===== src/hw/sqp_pkg.sv =====
//==============================================================================
// Constants for the shared-PLL reset controller
//==============================================================================
// Purpose: Constants, types and helpers for the shared PLL reset controller.
// Assumes: 200 MHz system clock and one controller for the whole channel group.
// Notes:   Rules of the arrangement follow.

package sqp_pkg;

	//==========================================================================
	// Timing
	//==========================================================================
	localparam int CLK_PERIOD_PS = 5000;
	localparam int PS_PER_NS     = 1000;
	localparam int NS_PER_US     = 1000;

	// Least time a full reset is held after the reference is healthy again
	localparam int RST_HOLD_NS   = 200;
	// Longest wait for a PLL to report lock after its reset ends
	localparam int LOCK_WAIT_US  = 1000;

	function automatic int sqp_cyc_up(input int ps);
		int c;
		c = (ps + CLK_PERIOD_PS - 1) / CLK_PERIOD_PS;
		return (c < 1) ? 1 : c;
	endfunction

	function automatic int sqp_cyc_down(input int ps);
		int c;
		c = ps / CLK_PERIOD_PS;
		return (c < 1) ? 1 : c;
	endfunction

	localparam int RST_HOLD_CYC  = sqp_cyc_up(RST_HOLD_NS * PS_PER_NS);
	localparam int LOCK_WAIT_CYC = sqp_cyc_down(LOCK_WAIT_US * NS_PER_US * PS_PER_NS);

	//==========================================================================
	// Static strap values driven toward the device
	//==========================================================================
	localparam logic [1:0] TXCLK_SEL_CHANNEL_PLL  = 2'h0;
	localparam logic       SRC_SEL_SHARED_OFF     = 1'h0;
	localparam logic       TX_RATE_SEL_UNUSED     = 1'h0;
	localparam logic       REF_OK_TIED            = 1'h1;

	//==========================================================================
	// Reset sequence states
	//==========================================================================
	typedef enum logic [1:0]
	{
		SQP_RESET,
		SQP_WAIT_LOCK,
		SQP_RUN
	} sqp_seq_t;

endpackage


===== src/hw/sqp_ref_if.sv =====
//==============================================================================
// Reference health carrier between monitor and sequencer
//==============================================================================
// Purpose: Carries one reference's health and full-reset request.
// Assumes: Both ends run on clk_sys.
// Notes:   The monitor drives; the sequencer only reads.

interface sqp_ref_if;
	logic ref_ok;
	logic full_reset;

	modport mon
	(
		output ref_ok,
		output full_reset
	);

	modport ctl
	(
		input ref_ok,
		input full_reset
	);
endinterface


===== src/hw/sqp_ref_mon.sv =====
//==============================================================================
// Reference clock health monitor
//==============================================================================
// Purpose: Watches one reference clock and asks for a full reset on change or loss.
// Assumes: ref_stable and ref_change come from pins; force_req is on clk_sys.
// Notes:   Reset is held while the fault lasts and HOLD_CYC cycles after it ends.

module sqp_ref_mon
#(
	parameter int HOLD_CYC = sqp_pkg::RST_HOLD_CYC
)
(
	input  wire logic clk_sys,
	input  wire logic rst,
	input  wire logic ref_stable,
	input  wire logic ref_change,
	input  wire logic force_req,
	sqp_ref_if.mon    mon
);

	localparam int CW = $clog2(HOLD_CYC + 1);
	localparam logic [CW-1:0] HOLD_LOAD = CW'(HOLD_CYC);
	localparam logic [CW-1:0] CNT_ZERO  = '0;

	generate
		if (HOLD_CYC < 1)
		begin : g_chk
			$error("sqp_ref_mon: HOLD_CYC must be at least 1");
		end
	endgenerate

	logic          stable_s1_r;
	logic          stable_s2_r;
	logic          change_s1_r;
	logic          change_s2_r;
	logic [CW-1:0] hold_cnt_r;
	logic          full_reset_r;
	logic          fault;

	//==========================================================================
	// Pin synchronisers
	//==========================================================================
	always_ff @(posedge clk_sys)
	begin
		if (rst)
		begin
			stable_s1_r <= 1'b0;
			stable_s2_r <= 1'b0;
			change_s1_r <= 1'b0;
			change_s2_r <= 1'b0;
		end
		else
		begin
			stable_s1_r <= ref_stable;
			stable_s2_r <= stable_s1_r;
			change_s1_r <= ref_change;
			change_s2_r <= change_s1_r;
		end
	end

	assign fault = !stable_s2_r || change_s2_r || force_req;

	//==========================================================================
	// Full reset stretcher
	//==========================================================================
	always_ff @(posedge clk_sys)
	begin
		if (rst)
		begin
			hold_cnt_r   <= HOLD_LOAD;
			full_reset_r <= 1'b1;
		end
		else if (fault)
		begin
			hold_cnt_r   <= HOLD_LOAD;
			full_reset_r <= 1'b1;
		end
		else if (hold_cnt_r != CNT_ZERO)
		begin
			hold_cnt_r   <= hold_cnt_r - 1'b1;
			full_reset_r <= 1'b1;
		end
		else
		begin
			full_reset_r <= 1'b0;
		end
	end

	assign mon.ref_ok     = stable_s2_r;
	assign mon.full_reset = full_reset_r;

endmodule


===== src/hw/sqp_host.sv =====
//==============================================================================
// Shared and channel PLL reset controller
//==============================================================================
// Purpose: Drives a group of SDI transceiver control instances: resets,
//          lock and reference status, and static straps.
// Assumes: Receivers use the shared group PLL, transmitters their own PLL.
// Notes:   Lock and reference pins are synchronised before use.

module sqp_host
#(
	parameter int NUM_CH        = 4,
	parameter int MASTER        = 0,
	parameter int HOLD_CYC      = sqp_pkg::RST_HOLD_CYC,
	parameter int LOCK_WAIT_CYC = sqp_pkg::LOCK_WAIT_CYC
)
(
	input  wire logic                clk_sys,
	input  wire logic                rst,
	input  wire logic                shared_ref_stable,
	input  wire logic                shared_ref_change,
	input  wire logic [NUM_CH-1:0]   ch_ref_stable,
	input  wire logic [NUM_CH-1:0]   ch_ref_change,
	input  wire logic                user_rx_reset_req,
	input  wire logic [NUM_CH-1:0]   user_tx_reset_req,
	input  wire logic                shared_group_pll_lock,
	input  wire logic [NUM_CH-1:0]   channel_pll_lock,
	input  wire logic                dev_master_shared_pll_reset,
	input  wire logic [NUM_CH-1:0]   dev_channel_pll_reset,
	output logic                     shared_group_pll_reset,
	output logic [NUM_CH-1:0]        channel_pll_reset,
	output logic [2*NUM_CH-1:0]      channel_tx_clk_sel,
	output logic [NUM_CH-1:0]        dev_rx_full_reset,
	output logic [NUM_CH-1:0]        dev_tx_full_reset,
	output logic [NUM_CH-1:0]        dev_rx_pll_locked,
	output logic [NUM_CH-1:0]        dev_tx_pll_locked,
	output logic [NUM_CH-1:0]        dev_rx_refclk_ok,
	output logic [NUM_CH-1:0]        dev_tx_refclk_ok,
	output logic [NUM_CH-1:0]        dev_tx_rate_sel,
	output logic [NUM_CH-1:0]        dev_tx_src_sel_low_shared,
	output logic [NUM_CH-1:0]        dev_tx_src_sel_high_shared,
	output logic                     rx_ready,
	output logic [NUM_CH-1:0]        tx_ready
);

	localparam int LW = $clog2(LOCK_WAIT_CYC + 1);
	localparam logic [LW-1:0] WAIT_LOAD = LW'(LOCK_WAIT_CYC);
	localparam logic [LW-1:0] WAIT_ZERO = '0;

	//==========================================================================
	// Elaboration checks
	//==========================================================================
	generate
		if (NUM_CH < 1 || MASTER < 0 || MASTER >= NUM_CH)
		begin : g_chk_ch
			$error("sqp_host: MASTER must index one of NUM_CH channels");
		end
		if (LOCK_WAIT_CYC < 1 || HOLD_CYC < 1)
		begin : g_chk_cnt
			$error("sqp_host: counts must be at least 1");
		end
	endgenerate

	//==========================================================================
	// Lock synchronisers
	//==========================================================================
	logic              qlock_s1_r;
	logic              qlock_s2_r;
	logic [NUM_CH-1:0] clock_s1_r;
	logic [NUM_CH-1:0] clock_s2_r;

	always_ff @(posedge clk_sys)
	begin
		if (rst)
		begin
			qlock_s1_r <= 1'b0;
			qlock_s2_r <= 1'b0;
			clock_s1_r <= '0;
			clock_s2_r <= '0;
		end
		else
		begin
			qlock_s1_r <= shared_group_pll_lock;
			qlock_s2_r <= qlock_s1_r;
			clock_s1_r <= channel_pll_lock;
			clock_s2_r <= clock_s1_r;
		end
	end

	//==========================================================================
	// Shared reference: monitor and receive sequence
	//==========================================================================
	sqp_ref_if         q_ref ();
	logic              rx_retry_r;
	sqp_pkg::sqp_seq_t rx_state_r;
	logic [LW-1:0]     rx_wait_r;

	sqp_ref_mon
	#(
		.HOLD_CYC   (HOLD_CYC)
	)
	u_shared_mon
	(
		.clk_sys    (clk_sys),
		.rst        (rst),
		.ref_stable (shared_ref_stable),
		.ref_change (shared_ref_change),
		.force_req  (user_rx_reset_req | rx_retry_r),
		.mon        (q_ref.mon)
	);

	// Retry the full reset if the shared PLL never locks
	always_ff @(posedge clk_sys)
	begin
		if (rst)
		begin
			rx_state_r <= sqp_pkg::SQP_RESET;
			rx_wait_r  <= WAIT_LOAD;
			rx_retry_r <= 1'b0;
		end
		else
		begin
			rx_retry_r <= 1'b0;
			if (q_ref.full_reset)
			begin
				rx_state_r <= sqp_pkg::SQP_RESET;
				rx_wait_r  <= WAIT_LOAD;
			end
			else
			begin
				unique case (rx_state_r)
					sqp_pkg::SQP_RESET:
					begin
						rx_state_r <= sqp_pkg::SQP_WAIT_LOCK;
						rx_wait_r  <= WAIT_LOAD;
					end
					sqp_pkg::SQP_WAIT_LOCK:
					begin
						if (qlock_s2_r)
						begin
							rx_state_r <= sqp_pkg::SQP_RUN;
						end
						else if (rx_wait_r == WAIT_ZERO)
						begin
							rx_retry_r <= 1'b1;
							rx_state_r <= sqp_pkg::SQP_RESET;
						end
						else
						begin
							rx_wait_r <= rx_wait_r - 1'b1;
						end
					end
					sqp_pkg::SQP_RUN:
					begin
						if (!qlock_s2_r)
						begin
							rx_state_r <= sqp_pkg::SQP_WAIT_LOCK;
							rx_wait_r  <= WAIT_LOAD;
						end
					end
				endcase
			end
		end
	end

	assign rx_ready = (rx_state_r == sqp_pkg::SQP_RUN);

	//==========================================================================
	// Per-channel reference monitors and transmit sequences
	//==========================================================================
	logic [NUM_CH-1:0] ch_full_reset;
	logic [NUM_CH-1:0] ch_ref_ok;

	genvar gi;
	generate
		for (gi = 0; gi < NUM_CH; gi++)
		begin : g_ch
			sqp_ref_if         c_ref ();
			logic              tx_retry_r;
			sqp_pkg::sqp_seq_t tx_state_r;
			logic [LW-1:0]     tx_wait_r;

			sqp_ref_mon
			#(
				.HOLD_CYC   (HOLD_CYC)
			)
			u_ch_mon
			(
				.clk_sys    (clk_sys),
				.rst        (rst),
				.ref_stable (ch_ref_stable[gi]),
				.ref_change (ch_ref_change[gi]),
				.force_req  (user_tx_reset_req[gi] | tx_retry_r),
				.mon        (c_ref.mon)
			);

			assign ch_full_reset[gi] = c_ref.full_reset;
			assign ch_ref_ok[gi]     = c_ref.ref_ok;

			// Waits only on this channel's own PLL lock
			always_ff @(posedge clk_sys)
			begin
				if (rst)
				begin
					tx_state_r <= sqp_pkg::SQP_RESET;
					tx_wait_r  <= WAIT_LOAD;
					tx_retry_r <= 1'b0;
				end
				else
				begin
					tx_retry_r <= 1'b0;
					if (c_ref.full_reset)
					begin
						tx_state_r <= sqp_pkg::SQP_RESET;
						tx_wait_r  <= WAIT_LOAD;
					end
					else
					begin
						unique case (tx_state_r)
							sqp_pkg::SQP_RESET:
							begin
								tx_state_r <= sqp_pkg::SQP_WAIT_LOCK;
								tx_wait_r  <= WAIT_LOAD;
							end
							sqp_pkg::SQP_WAIT_LOCK:
							begin
								if (clock_s2_r[gi])
								begin
									tx_state_r <= sqp_pkg::SQP_RUN;
								end
								else if (tx_wait_r == WAIT_ZERO)
								begin
									tx_retry_r <= 1'b1;
									tx_state_r <= sqp_pkg::SQP_RESET;
								end
								else
								begin
									tx_wait_r <= tx_wait_r - 1'b1;
								end
							end
							sqp_pkg::SQP_RUN:
							begin
								if (!clock_s2_r[gi])
								begin
									tx_state_r <= sqp_pkg::SQP_WAIT_LOCK;
									tx_wait_r  <= WAIT_LOAD;
								end
							end
						endcase
					end
				end
			end

			assign tx_ready[gi] = (tx_state_r == sqp_pkg::SQP_RUN);
		end
	endgenerate

	//==========================================================================
	// PLL reset routing
	//==========================================================================
	always_ff @(posedge clk_sys)
	begin
		if (rst)
		begin
			shared_group_pll_reset <= 1'b1;
			channel_pll_reset      <= '1;
		end
		else
		begin
			shared_group_pll_reset <= dev_master_shared_pll_reset;
			channel_pll_reset      <= dev_channel_pll_reset;
		end
	end

	//==========================================================================
	// Status and resets toward each instance
	//==========================================================================
	always_ff @(posedge clk_sys)
	begin
		if (rst)
		begin
			dev_rx_full_reset <= '1;
			dev_tx_full_reset <= '1;
			dev_rx_pll_locked <= '0;
			dev_tx_pll_locked <= '0;
			dev_rx_refclk_ok  <= '0;
			dev_tx_refclk_ok  <= '0;
		end
		else
		begin
			dev_rx_full_reset <= {NUM_CH{q_ref.full_reset}};
			dev_tx_full_reset <= ch_full_reset;
			dev_rx_pll_locked <= {NUM_CH{qlock_s2_r}};
			dev_tx_pll_locked <= clock_s2_r;
			dev_tx_refclk_ok  <= ch_ref_ok;
			for (int i = 0; i < NUM_CH; i++)
			begin
				dev_rx_refclk_ok[i] <= (i == MASTER) ? q_ref.ref_ok
					: sqp_pkg::REF_OK_TIED;
			end
		end
	end

	//==========================================================================
	// Static straps
	//==========================================================================
	always_ff @(posedge clk_sys)
	begin
		channel_tx_clk_sel         <= {NUM_CH{sqp_pkg::TXCLK_SEL_CHANNEL_PLL}};
		dev_tx_src_sel_low_shared  <= {NUM_CH{sqp_pkg::SRC_SEL_SHARED_OFF}};
		dev_tx_src_sel_high_shared <= {NUM_CH{sqp_pkg::SRC_SEL_SHARED_OFF}};
		dev_tx_rate_sel            <= {NUM_CH{sqp_pkg::TX_RATE_SEL_UNUSED}};
	end

endmodule


===== config.mk =====
export PLATFORM = sky130hd
export DESIGN_NAME = sqp_host
export DESIGN_NICKNAME = d
export VERILOG_FILES = /design/src/hw/sqp_pkg.sv /design/src/hw/sqp_ref_if.sv /design/src/hw/sqp_ref_mon.sv /design/src/hw/sqp_host.sv
export SDC_FILE = /design/constraint.sdc
export NUM_CORES = 1
export LEC_CHECK = 0
export BUFFER_PORTS_ARGS = -buffer_cell sky130_fd_sc_hd__buf_4
export CORE_MARGIN = 4
export CORE_UTILIZATION = 53
export CTS_BUF_LIST = sky130_fd_sc_hd__clkbuf_4 sky130_fd_sc_hd__clkbuf_8 sky130_fd_sc_hd__clkbuf_16
export DETAILED_ROUTE_END_ITERATION = 10
export PLACE_DENSITY = 0.77
export SYNTH_ARGS = -nofsm -noshare
export SYNTH_HDL_FRONTEND = slang
export SYNTH_HIERARCHICAL = 1
export SYNTH_SLANG_ARGS = --single-unit

===== constraint.sdc =====
create_clock -name clk_sys -period 5.7 [get_ports clk_sys]
set_input_delay 1.425 -clock clk_sys [delete_from_list [all_inputs] [get_ports clk_sys]]
set_output_delay 1.425 -clock clk_sys [all_outputs]
set_load 0.02 [all_outputs]

-- Word-level counts from Yosys, hierarchy flattened
Index checks and enable logic that the tools add are counted.
- bitwise logic cells: 10
- muxes and demuxes: 51
- equality and inequality tests: 30
- reductions and logical operators: 55
- $add $sub $neg: 10
- operator list (cell ; number):
    2-to-1 mux 18 bit ; 15
    case mux 18 bit (3 select lines) ; 5
    logical NOT 18 bit ; 5
    subtractor 18 x 1 -> 18 bit (second input constant) ; 5
    2-to-1 mux 2 bit ; 15
    inequality test 2 bit (second input constant) ; 15
    case mux 2 bit (3 select lines) ; 5
    nonzero test 6 bit ; 5
    subtractor 6 x 1 -> 6 bit (second input constant) ; 5
    OR reduction 2 bit ; 10
    OR reduction 4 bit ; 5
    inequality test 3 bit (second input constant) ; 5
    AND reduction 3 bit ; 5
    equality test 2 x 1 -> 1 bit (second input constant) ; 5
    equality test 2 bit (second input constant) ; 5
    logical NOT 2 bit ; 5
    logical OR 1 bit ; 10
    2-to-1 mux 1 bit ; 10
    AND reduction 2 bit ; 5
    logical NOT 1 bit ; 5
    inverter 1 bit ; 5
    OR 1 bit ; 5
    2-to-1 mux 4 bit ; 1
- bits of input ports: 27
- word-level logic and storage cells: 214
- bits in registers: 193
- output and inout port bits: 54

-- Longest topological paths before layout
- word-level depth: 4
- gate-level depth with buffers: 9
- mapped depth without buffers: 7

-- Modules after synthesis
The synthesis kept the hierarchy.
- modules (own cells, without submodules) (module ; area an instance (um^2) ; cells an instance ; instances ; seq. area each (um^2)):
    sqp_host ; 6085.8 ; 689 ; 1 ; 2722.6
    sqp_ref_mon ; 494.2 ; 43 ; 5 ; 220.2

-- Worst setup path after synthesis
OpenSTA, ideal clock, no wires.
- path type: input to register
- from: input port rst
- to: register g_ch[2].tx_wait_r[2]
- path slack: 3002 ps
- arrival time: 2623 ps
- required time: 5625 ps
- stages on the path: 6
- path buffers: 2
- library setup time: 75 ps
- path through: clkbuf_1 or2_2 clkbuf_1 a21oi_1 nand3b_1 o21ai_0
- longest elaborated chain between the ends: 1
- RTL lines (what ; line ; text):
    start: declaration ; sqp_host.sv:18 ; input wire logic rst,
    OR reduction 2 bit (no line) ; n/a ;
    end signal: assignment ; sqp_host.sv:237 ; tx_wait_r <= tx_wait_r - 1'b1;
    end: declaration ; sqp_host.sv:180 ; logic [LW-1:0] tx_wait_r;
Every way passes these cells.
A chain may end at the register's enable or synchronous reset.

-- Worst setup path in the final report
- from: register g_ch[1].tx_wait_r[2]
- to: register g_ch[1].tx_wait_r[15]
- longest elaborated chain between the ends: 4
- elaborated cells between the ends (all ways): 7
- classes of those cells: 1 x add/sub; 1 x eq/ne; 3 x mux; 2 x reduce/logical
- RTL lines (what ; line ; text):
    start: declaration ; sqp_host.sv:180 ;
    start signal: assignment ; sqp_host.sv:237 ;
    subtractor 18 x 1 -> 18 bit ; sqp_host.sv:237 ;
    2-to-1 mux 18 bit ; sqp_host.sv:230 ; else if (tx_wait_r == WAIT_ZERO)
    2-to-1 mux 18 bit ; sqp_host.sv:226 ; if (clock_s2_r[gi])
    case mux 18 bit (3 select lines) ; sqp_host.sv:218 ; unique case (tx_state_r)
Parallel ways exist; a longest one is shown, timed or not. The select of a mux whose other input is x is not followed.

==> metrics.md <==
| Metric | Value |
|---|---|
| Status | finished, final reports clean |
| Synth unique cells | 65 |
| Startpoint types | flip-flop |
| Synth Instances | between 900 and 1000 |
| Final setup viols | 0 |
| Max_cap viols | 0 |
| Nets | 991 |
| Yosys top cell area share | 44.7% |
| Core Box Area | 15800 um^2 |
| Sequential element share of the synthesized area | between 40% and 50% |
| Power Density | 271 nW/um^2 |
| YS warnings | 6 |
| Die height | 135 um |
| Vias in the first global route | between 5000 and 6000 |
| HP Start | g_ch[0].u_ch_mon/change_s1_r |
| Synth Flop Type | dfxtp_1 |
| GRT Total Usage | about 18% |
| Cts bufs inserted | 17 |
| Drt pass-1 iters | 5 |
| CTS resizes | 0 |
| Critical R2R Launch | g_ch[1].tx_wait_r[2] |
| Clk buf depth | 2 |
| DR WL met2 | slightly below 8 mm |
| Layout area overhead | 11.9% |
| Hold_ws | about 0.44 ns |
| Share of synthesized registers carrying an async set or reset | 0% |
| Max-slew violations | 0 |
| Synthesized area per cell | 9.47 um^2 |
| Io pins | between 80 and 90 |
| Post-route ant nets | 0 |
| Dominant cell type by area after synthesis | dfxtp_1 |
| Die Wd | 135 um |
| Initial antenna violation count | 0 |
| Drt drc | 0 |
| H-Tree Depth | 4 |
| Cell area after layout | 9570 um^2 |
| Relative slew slack | 16.1% |
| Initial Utilization | a little over half |
| Share of layout cells above drive strength 1 | between 10% and 20% |
| Post-Syn Area | 8560 um^2 |
| Register-to-Register Setup Slack | 2.74 ns |
| Setup CP Type | flip-flop to flip-flop |
| Via count | 6340 |
| Placed cell areas | 9000 um^2 |
| Period utilisation layout | about half |
| Fin. Hold Viols | 0 |
| Worst-skew pair later-pin latency | 0.43 ns |
| Critical path data required time | 6.05 ns |
| Period minus WS final | 2.96 ns |
| Clock Skews | 0.00932 ns |
| Post-DP HPWL | 11.2 mm |
| Peak supply drop | 0.000252 V |
| 1st-iter DRT viols | between 200 and 300 |
| Most frequent cells in the layout | dfxtp_1, nor2_1, buf_4 |
| First-pass GRT wire length | 27.3 mm |
| Crit end category | flip-flop |
| Met3 Wirelength | 637 um |
| RD Place Congestion | roughly 0.81 |
| Largest net degree at the start of global routing | slightly above 60 |
| Worst-path fanout max | 21 |
| Reg2reg end | g_ch[1].tx_wait_r[15] |
| Congestion Overflow GR | 0 |
| Worst-Margin Slew | approximately 1.3 ns |
| CTS tree | done |
| FP Rows | 46 |
| Die area | 18200 um^2 |
| Reg2Reg Depth | 5 |
| N_diodes | 0 |
| Hold EP | g_ch[0].u_ch_mon/change_s2_r |
| Post-synth EDFFs | 0 |
| Max Used Layer | met4 |
| PortBufs | 60 |
| CTS Hold Bufs | 0 |
| Count of state elements after synthesis | about 190 |
| Synth area leaders | dfxtp_1, xor2_1, nor2_1 |
| Root Driver | clkbuf_16 |
| Hold crit path type | flip-flop to flip-flop |
| Setup TNS | 0 ns |
| Achievable Freq | 0.338 GHz |
| Final WL | 16.2 mm |
| Unrepaired setup endpoints after global routing | no |
| Wirelength per Cell | 13.7 um |
| Number of clock sinks | 191 |
| Leakage | 0.00360 uW |
| Vias per inst | 5.38 |
| Crit path DAT | between 3 and 4 ns |
| Met1 WL | ~7.5 mm |
| Commonest non-fill, non-tap cell in the layout | dfxtp_1 |
| Worst Hold Depth | 1 |
| Setup Buffers After CTS | 0 |
| Clk pin slew, worst setup/hold paths | roughly 0.060 ns |
-- cell usage after synthesis (6+ instances only) --
master and n:
a21boi_0 6, a21oi_1 39, and2_1 7, buf_4 30, clkbuf_1 14, dfxtp_1 191, ha_1 15, inv_1 26
mux2i_1 7, nand2_1 52, nand2b_1 10, nand3_1 22, nand3b_1 9, nand4_1 9, nor2_1 70, nor2b_1 40
nor3_1 25, nor3_2 15, nor4_1 15, nor4b_1 9, o211ai_1 21, o21ai_0 31, o21ai_1 6, o31ai_1 9
or2_2 17, or3_1 34, or4_1 28, xnor2_1 21, xor2_1 40
-- state kept, by name (all words and copies together), names as in the netlist, 6 cells and up --
register,cells
g_ch.u_ch_mon/hold_cnt_r,24
g_ch.tx_wait_r,72
u_shared_mon/hold_cnt_r,6
g_ch.tx_state_r,8
rx_wait_r,18
-- logic make-up (layout without fill, tap and decap cells) --
kind of cell             after synthesis  after routing  synth area share [%]
multiplexers                           7              7                 0.819
AO/OA/AOI/OAI                        145            145                  11.6
XOR/XNOR                              61             61                  6.24
adder cells (fa/ha/maj)               15             15                  2.19
flip-flops                           191            191                  44.7
AND/OR/NAND/NOR                      405            405                  29.2
other                                  1             20                0.0438
buffers and inverters                 79            118                  5.25
-- report_power, final --
part           switching [uW]  internal, uW
clock network             485           669
registers                9.35          1350
logic                    43.2          36.9
-- worst max-delay path by stage --
stage / start / to / depth (start not counted)
finish: g_ch[1].tx_wait_r[2] / g_ch[1].tx_wait_r[15] / 5
global route: g_ch[1].tx_wait_r[2] / g_ch[1].tx_wait_r[7] / 5
CTS: g_ch[1].tx_wait_r[2] / g_ch[1].tx_wait_r[15] / 5
detailed placement: rst / g_ch[0].tx_wait_r[7] / 5
global placement: rst / g_ch[0].tx_wait_r[7] / 5
floorplan: rst / g_ch[2].tx_wait_r[2] / 6
-- worst max-delay path, cell delays in order, from the launching register on --
cell,delay (ns)
dfxtp_1,0.36
or4_4,0.57
or4_1,0.56
o21ai_1,0.99
o21ai_0,0.24
a21oi_1,0.17
-- area by class of cell --
type | count | area, um^2
clock buffer | 21 | 462
clock inverter | 11 | 115
fill | 1360 | 6250
inverter | 26 | 97.6
multi-input combinational | 653 | 4360
sequential | 191 | 3820
tap | 216 | 270
timing repair buffer | 60 | 450
-- layer usage --
metal | vias up | track usage, %
li1 | 3256 | -
met1 | 2951 | 23.6
met2 | 112 | 30.3
met3 | 21 | 3.99
met4 | 0 | 6.49
met5 | - | 0
-- through the flow --
| step | instances | setup WS [ns] | util, % | power (uW) |
|---|---|---|---|---|
| floorplan | 923 | 3.00 | - | 1450 |
| global placement | 1146 | 2.59 | 56.8 | 1470 |
| detailed placement | 1146 | 2.56 | 56.8 | 1470 |
| CTS | 1178 | 2.74 | 60.5 | 2630 |
| global route | 1178 | 2.57 | 60.5 | 2690 |
| finish | 1178 | 2.74 | 60.5 | 2590 |
Power figures use the tool's default switching activity.
